`src/hw/pthr_pkg.sv`:
```
// package: offsets, reset values and carrier types for the proximity threshold bank
package pthr_pkg;
  localparam logic [7:0] PTHR_OFS_P1_LOW = 8'h11;
  localparam logic [7:0] PTHR_OFS_P1_HIGH = 8'h12;
  localparam logic [7:0] PTHR_OFS_P2_LOW = 8'h13;
  localparam logic [7:0] PTHR_OFS_P2_HIGH = 8'h14;
  localparam logic [7:0] PTHR_RESET_BYTE = 8'h00;
  localparam logic [7:0] PTHR_UNMAPPED_READ = 8'h00;

  // register access from the serial interface engine
  typedef struct packed {
    logic wr_en;
    logic rd_en;
    logic [7:0] addr;
    logic [7:0] wdata;
  } pthr_req_t;

  // one proximity measurement from the sequencer
  typedef struct packed {
    logic valid;
    logic chan_two;
    logic [15:0] value;
  } pthr_meas_t;

  // whole state of the bank
  typedef struct packed {
    logic [7:0] p1_low;
    logic [7:0] p1_high;
    logic [7:0] p2_low;
    logic [7:0] p2_high;
    logic [7:0] rdata;
    logic rvalid;
    logic p1_above;
    logic p2_above;
    logic p1_event;
    logic p2_event;
  } pthr_state_t;
endpackage : pthr_pkg

```
`src/hw/pthr_regs.sv`:
```
// module: proximity threshold byte registers and threshold comparison
//
// Notes on behaviour
// - channel-1 threshold 16 bits; high byte read/write at 0x12.
// - channel-1 threshold low byte read/write at 0x11.
// - channel-1 measurements compared with channel-1 threshold to request interrupt.
// - channel-2 threshold 16 bits; low byte 0x13, high byte 0x14.
// - channel-2 measurements compared with channel-2 threshold to request interrupt.
// - every threshold byte resets to zero and is readable and writable.
// - a half-written threshold may be applied by a running measurement.
// - legacy mode: channel-1 threshold is the byte at 0x11, zero-extended to 16 bits.
// - legacy mode: channel-2 threshold is the byte at 0x13, zero-extended to 16 bits.
`timescale 1ns/100ps
module pthr_regs
  import pthr_pkg::*;
(
  input wire logic ref_clk_i,
  input wire logic rst_n_i,
  input wire pthr_req_t req_i,
  input wire logic legacy_i,
  input wire pthr_meas_t meas_i,
  output logic [7:0] rdata_o,
  output logic rvalid_o,
  output logic [15:0] prox1_threshold_o,
  output logic [15:0] prox2_threshold_o,
  output logic prox1_above_o,
  output logic prox2_above_o,
  output logic prox1_event_o,
  output logic prox2_event_o
);
  pthr_state_t st;
  pthr_state_t next_st;
  logic [15:0] prox1_threshold;
  logic [15:0] prox2_threshold;
  logic [15:0] meas_thr;
  logic meas_above;

  // ----------------------------------------
  // effective thresholds
  // ----------------------------------------
  always_comb begin
    prox1_threshold = {st.p1_high, st.p1_low};
    prox2_threshold = {st.p2_high, st.p2_low};
    if (legacy_i) begin
      prox1_threshold = {8'h00, st.p1_low};
    end
    if (legacy_i) begin
      prox2_threshold = {8'h00, st.p2_low};
    end
  end

  // ----------------------------------------
  // next state
  // ----------------------------------------
  always_comb begin
    next_st = st;
    next_st.rvalid = req_i.rd_en;
    next_st.p1_event = 1'b0;
    next_st.p2_event = 1'b0;
    if (req_i.wr_en) begin
      case (req_i.addr)
        PTHR_OFS_P1_LOW: next_st.p1_low = req_i.wdata;
        PTHR_OFS_P1_HIGH: next_st.p1_high = req_i.wdata;
        PTHR_OFS_P2_LOW: next_st.p2_low = req_i.wdata;
        PTHR_OFS_P2_HIGH: next_st.p2_high = req_i.wdata;
        default: next_st = next_st;
      endcase
    end
    if (req_i.rd_en) begin
      case (req_i.addr)
        PTHR_OFS_P1_LOW: next_st.rdata = st.p1_low;
        PTHR_OFS_P1_HIGH: next_st.rdata = st.p1_high;
        PTHR_OFS_P2_LOW: next_st.rdata = st.p2_low;
        PTHR_OFS_P2_HIGH: next_st.rdata = st.p2_high;
        default: next_st.rdata = PTHR_UNMAPPED_READ;
      endcase
    end
    meas_thr = meas_i.chan_two ? prox2_threshold : prox1_threshold;
    meas_above = meas_i.value > meas_thr;
    if (meas_i.valid) begin
      if (meas_i.chan_two) begin
        next_st.p2_event = meas_above != st.p2_above;
        next_st.p2_above = meas_above;
      end else begin
        next_st.p1_event = meas_above != st.p1_above;
        next_st.p1_above = meas_above;
      end
    end
  end

  // ----------------------------------------
  // state register
  // ----------------------------------------
  always_ff @(posedge ref_clk_i or negedge rst_n_i) begin
    if (!rst_n_i) begin
      st <= '{p1_low: PTHR_RESET_BYTE, p1_high: PTHR_RESET_BYTE,
              p2_low: PTHR_RESET_BYTE, p2_high: PTHR_RESET_BYTE,
              rdata: PTHR_RESET_BYTE, default: 1'b0};
    end else begin
      st <= next_st;
    end
  end

  assign rdata_o = st.rdata;
  assign rvalid_o = st.rvalid;
  assign prox1_threshold_o = prox1_threshold;
  assign prox2_threshold_o = prox2_threshold;
  assign prox1_above_o = st.p1_above;
  assign prox2_above_o = st.p2_above;
  assign prox1_event_o = st.p1_event;
  assign prox2_event_o = st.p2_event;
endmodule : pthr_regs

```
`config.mk`:
```
export PLATFORM = sky130hd
export DESIGN_NAME = pthr_regs
export DESIGN_NICKNAME = d
export VERILOG_FILES = /design/src/hw/pthr_pkg.sv /design/src/hw/pthr_regs.sv
export SDC_FILE = /design/constraint.sdc
export NUM_CORES = 1
export LEC_CHECK = 0
export ABC_AREA = 1
export BUFFER_PORTS_ARGS = -buffer_cell sky130_fd_sc_hd__buf_2
export CORE_MARGIN = 5
export CORE_UTILIZATION = 30
export CTS_CLUSTER_SIZE = 25
export DETAILED_ROUTE_END_ITERATION = 7
export SLEW_MARGIN = 30
export SYNTH_ARGS = -nofsm -noshare
export SYNTH_HDL_FRONTEND = slang
export SYNTH_SLANG_ARGS = --single-unit
```
`constraint.sdc`:
```
create_clock -name ref_clk_i -period 3.1 [get_ports ref_clk_i]
set_clock_uncertainty 0.2 [all_clocks]
set_input_delay 0.155 -clock ref_clk_i [delete_from_list [all_inputs] [get_ports ref_clk_i]]
set_output_delay 0.155 -clock ref_clk_i [all_outputs]
set_load 0.1 [all_outputs]
```
==> results.py, run 1 <==
metrics = {
    "route": {
        "drt_wl_total_um": 8230,
        "drt_pass1_iterations": 4,
        "wl_per_cell_um": 14.2,
        "vias": 2651,
        "drc_errors": 0,
        "viasPerCell": 4.56,
        "ant_nets": 0,
        "drt-initial-drc-count": 125,
    },
    "final_layout": {
        "layout_common_cells": "97 x nand2_1, 82 x buf_2, 64 x o21ai_0",
        "layout.cells.non_filler": 581,
        "fill_cells": 1032,
        "drive_above_1_share_pct": 26.3,
        "antenna_cells": 0,
        "area_delta_synth_final_pct": 19.5,
        "mostFrequentLayoutCell": "nand2_1",
        "post-route-util_pct": 36.2,
        "nNetsFinal": 502,
    },
    "synthesis": {
        "syn_area_per_cell_um2": 7.61,
        "synth-simple-area-share_pct": 23.7,
        "synth_seq_cells": 45,
        "synth-seq-area-share_pct": 38.8,
        "netlist_area_mm2": 0.00291,
        "synth_fa_ha_area_share_pct": 6.89,
        "synth_top_family_by_area": "simple AND/OR/NAND/NOR gates",
        "synthMuxAreaShare_pct": 0,
        "postSynthCellCount": 382,
        "synth_nets": 437,
        "synth_compound_area_share_pct": 15.8,
        "ys_warn_count": 0,
        "synth.distinct_cells": 27,
        "synth_xor_xnor_area_share_pct": 0,
    },
    "clocking": {
        "cts_setup_buffers": 0,
        "h-tree-depth": 2,
        "clkSinkCount": 45,
        "cts_tree": "built",
        "numCtsBuffers": 5,
        "clock_tree.root_cell": "clkbuf_8",
        "clockBufferDepth": 2,
        "hold_buffers": 11,
        "clock_latency_ps": 300,
        "post_cts_resize_count": 0,
        "path_clk_slew_ps": 90,
    },
    "worst_setup_path": {
        "crit_slowest_cell": "nor3_1",
        "critPathMaxFanout": 5,
        "crit_arrival_ps": 2400,
        "cp_cell_sequence": "inv_1 -> o21ai_0 -> o21ai_0 -> ha_1 -> nand2_1 -> nor3_1 -> nand3_1 -> nand3_1 -> nand2_1 -> nor2_1",
        "critPathMaxStageDelay_ps": 420,
        "critical_path_class": "register to register",
        "critPathRequiredTime_ps": 3140,
        "cp-start-kind": "register",
        "crit_family": "simple AND/OR/NAND/NOR gates",
        "crit_buf_inv": 1,
        "end_kind": "register",
    },
    "grt": {
        "grt_usage_pct": 14.5,
        "grt_overflow_total": 0,
        "grt_max_degree": 46,
        "grt_pass1_wl_um": 13100,
        "grt_pass1_vias": 2568,
        "antenna_found_initial": 0,
    },
    "place": {
        "routabilityCongestion": 0.843,
        "detailed_place_hpwl_um": 6550,
        "port-buffer-count": 83,
        "place_inst": 562,
    },
    "run_status": {
        "status": "finished clean",
    },
    "power": {
        "ir_drop_mv": 0.184,
        "powerDensity_mw_per_mm2": 446,
        "leakage_nw": 1.85,
        "finalPower_w": 0.00155,
    },
    "die": {
        "initial_core_util_pct": 30.3,
        "rows": 36,
        "fp.dieArea_mm2": 0.0118,
        "pin_count": 84,
        "fp.dieW_um": 108,
        "die_h_um": 108,
        "floorplan.core_area_mm2": 0.00959,
    },
    "sta": {
        "min_period_ps": 2360,
        "tightest_slew_ps": 660,
        "fin_crit_sh_pct": 76.2,
        "fmax_ghz": 0.423,
        "finalMaxSlewViolations": 0,
        "finalSetupViolCount": 0,
        "tns_ps": 0,
        "relSlewSlack_pct": 56.0,
        "grt_setup_unrepaired": "false",
        "hold_violations": 0,
    },
    "run": {
        "cap_violations": 0,
    },
    "worst_hold_path": {
        "min_path_type": "primary input to register",
    },
}
-- metrics by stage --
| stage | hold slack, ps | setup slack, ps | instance area, um^2 |
|---|---|---|---|
| finish | 77.4 | 738 | 3470 |
| global route | 100 | 519 | 3470 |
| CTS | 78.2 | 713 | 3470 |
| detailed placement | -1.28 | 669 | 3250 |
| global placement | 180 | 727 | 3250 |
| floorplan | -341 | 394 | 2930 |
-- worst paths after layout --
kind,from,to,slack (ps),cells past startpoint
max,st[20],prox1_event_o,740,10
min,req_i[17],st[32],80,3
max reg2reg,st[20],prox1_event_o,740,10
min reg2reg,rdata_o[5],rdata_o[5],280,2
max in group asynchronous,rst_n_i,st[38],2120,2
min in group asynchronous,rst_n_i,st[15],190,2
-- state kept, by name (all words and copies together), names as in the netlist --
register and count:
prox1_above_o 1, prox1_event_o 1, prox2_above_o 1, prox2_event_o 1, rdata_o 8, rvalid_o 1, st 32
-- kinds of logic (layout without fill, tap and decap cells) --
| group | Yosys count | in the layout |
|---|---|---|
| AOI/OAI and AO/OA | 84 | 84 |
| adders and majority gates | 16 | 16 |
| DFF | 45 | 45 |
| and+or+nand+nor | 156 | 156 |
| buffers and inverters | 81 | 147 |
-- final cells by class --
type                       count  area [um^2]  share of cell area [%]
sequential                    45         1130                    32.4
inverter                      45          169                    4.87
tap                          133          166                    4.79
clock buffer                   5         68.8                    1.98
timing repair buffer          94          528                    15.2
multi-input combinational    256         1370                    39.4
clock inverter                 3         43.8                    1.26
-- report_power, final --
| part | internal, W | switching (W) |
|---|---|---|
| clock network | 0.000242 | 0.000216 |
| registers | 0.000618 | 0.0000268 |
| logic | 0.0000986 | 0.000348 |
| total | 0.000958 | 0.000591 |
-- tightest hold or removal path, cell delays in order --
cell,delay [ps]
buf_2,140
nand2_4,190
o21ai_2,60
-- synthesized netlist by cell type, drive strengths merged --
library cell  instances  share of area [%]
a21oi                 8                1.4
nand3                22                4.0
nor4                  1               0.73
nand4                 2               0.65
a21o                  1               0.26
inv                  45                5.8
clkbuf                5               0.65
or2                   1               0.30
nor3                  2               0.73
nand2               100                 13
and3                  1               0.22
ha                   16                6.9
o21ai                75                 14
buf                  31                8.4
nor2                 27                3.7
dfrtp                45                 39
-- routing by layer --
metal / track usage (%) / wire [um]
met1: 17.9 / 3340
met2: 24.8 / 4120
met3: 3.40 / 575
met4: 4.69 / 191
met5: 0 / 0
Note: power is estimated with default switching activity, not from simulation.
==> run 2, diff against run 1 <==
clock period = 2.4 ns   (was 3.1 ns; I/O delays follow)
==> run 2 against run 1 <==
  * Worst hold slack got worse by 57 ps
  * Combinational power rose by 32%
  * Register-to-register slack got worse by 490 ps
  * Clock-buffer cell count rose by 2
  * Clock power rose by 16%
  * Worst setup slack got worse by 490 ps
  * Critical path depth rose by 1
  * Non-clock buffer count rose by 6
  * Largest power group unchanged
==> results.py, run 2 (same netlist as run 1, synthesis figures left out) <==
metrics = {
    "run_status": {
        "status": "finished clean",
    },
    "die": {
        "rows": 36,
        "initial_core_util_pct": 30.3,
        "fp.dieArea_mm2": 0.0118,
        "pin_count": 84,
        "floorplan.core_area_mm2": 0.00959,
        "fp.dieW_um": 108,
        "die_h_um": 108,
    },
    "worst_setup_path": {
        "regToRegSetupSlack_ps": 250,
        "cp-start-kind": "register",
        "crit_arrival_ps": 2170,
        "r2r_start": "st[14]",
        "crit_path_start": "st[14]",
        "reg2reg_to": "prox2_above_o",
        "end_kind": "register",
        "critPathRequiredTime_ps": 2410,
        "rr_worst_depth": 11,
        "critPathMaxFanout": 5,
        "critical_path_class": "register to register",
    },
    "place": {
        "port-buffer-count": 83,
        "routabilityCongestion": 0.828,
        "detailed_place_hpwl_um": 6820,
        "placed_area_mm2": 0.00333,
    },
    "grt": {
        "gr-usage-met2_pct": 24.1,
        "grt_overflow_total": 0,
        "grt_usage_pct": 14.4,
        "grt_use_met1_pct": 17.8,
        "antenna_found_initial": 0,
        "grt_max_degree": 35,
        "top_usage_layer": "met2",
        "grt_pass1_vias": 2624,
        "met3_usage_pct": 3.10,
        "grt_pass1_wl_um": 13000,
    },
    "sta": {
        "tightest_slew_ps": 592,
        "hold_violations": 0,
        "fmax_ghz": 0.464,
        "min_period_ps": 2150,
        "tns_ps": 0,
        "finalMaxSlewViolations": 0,
        "grt_setup_unrepaired": "false",
        "finalSetupViolCount": 0,
        "fin_crit_sh_pct": 89.7,
        "relSlewSlack_pct": 60.6,
    },
    "clocking": {
        "h-tree-depth": 2,
        "clock_latency_ps": 300,
        "clkSinkCount": 45,
        "clock_tree.root_cell": "clkbuf_8",
        "numCtsBuffers": 5,
        "clockBufferDepth": 2,
        "cts_tree": "built",
        "path_clk_slew_ps": 90,
    },
    "route": {
        "viasPerCell": 4.53,
        "vias": 2661,
        "drc_errors": 0,
        "drt_pass1_iterations": 4,
        "drt_wl_total_um": 8250,
        "wl_per_cell_um": 14.1,
        "ant_nets": 0,
        "drt-initial-drc-count": 141,
    },
    "final_layout": {
        "top_register": "st",
        "antenna_cells": 0,
        "mostFrequentLayoutCell": "nand2_1",
        "area_delta_synth_final_pct": 22.4,
        "drive_above_1_share_pct": 28.0,
        "largest_register_ffs": 32,
        "nNetsFinal": 508,
        "layout_common_cells": "96 x nand2_1, 83 x buf_2, 64 x o21ai_0",
        "stdcell_area_mm2": 0.00356,
    },
    "power": {
        "ir_drop_mv": 0.259,
        "powerDensity_mw_per_mm2": 551,
        "leakage_nw": 1.88,
    },
    "run": {
        "cap_violations": 0,
    },
    "worst_hold_path": {
        "min_path_type": "primary input to asynchronous set/reset pin",
    },
}
[run 2: cell count changes in the layout (fill, tap and decap cells not counted), sizes merged]
cell,before,now
buf,83,89
bufinv,1,0
clkbuf,5,7
clkinv,1,0
[run 2: final cells by class]
type                    instances  area [um^2]
multi-input cells             256         1420
fillers                      1011         6040
clock buffers                   7         96.3
repair buffers                100          571
well taps                     133          166
clock inverters                 1         8.76
inverters                      45          169
flip-flops and latches         45         1130
[run 2: worst max-delay path by stage]
stage                     to  slack, ps
4_1_cts        prox2_above_o        200
6_report       prox2_above_o        250
3_3_place_gp   prox1_event_o        140
5_1_grt        prox1_above_o         10
2_1_floorplan  prox1_event_o          5
3_5_place_dp   prox2_event_o         80
[run 2: layer usage]
metal,part of all wire (%),routed length [um],vias up
met2,50,4130,62
met5,0,0,-
li1,-,-,1359
met1,42,3480,1221
met3,4.5,373,19
met4,3.2,263,0
[run 2: through the flow]
stage / worst slack [ps] / cells / power, W / hold WS (ps) / util [%]
after CTS: 195 / 587 / 0.00198 / 29.9 / 37.0
after detailed placement: 82.0 / 568 / 0.00143 / -188 / 34.7
after floorplan: 5.05 / 382 / 0.00131 / -376 / -
after global placement: 136 / 568 / 0.00142 / -194 / 34.7
final: 246 / 587 / 0.00196 / 20.9 / 37.1
after global routing: 10.2 / 587 / 0.00204 / 48.4 / 37.1
[run 2: what timing repair did]
action,in CTS,in global routing
endpoints found under the hold margin,84,0
hold buffers,11,0
gates resized for setup,0,3
buffers inserted,0,0
endpoints found under the setup margin,0,2
[run 2: critical path: stages, from the launching register on]
cell     delay (ps)
dfrtp_1         390
inv_1            80
o21ai_0         140
o21ai_0         130
ha_1            300
nand4_1         100
nor3_1          160
buf_4           160
nand2_1          70
nand2_2         100
nand2_1          70
o21ai_0         160
[run 2: report_power, final]
part	switching [W]	total [W]	internal (W)	leakage (nW)
Clock	0.000266	0.000532	0.000266	0.0549
Combinational	0.000458	0.000592	0.000135	1.24
Sequential	0.0000386	0.000837	0.000798	0.580
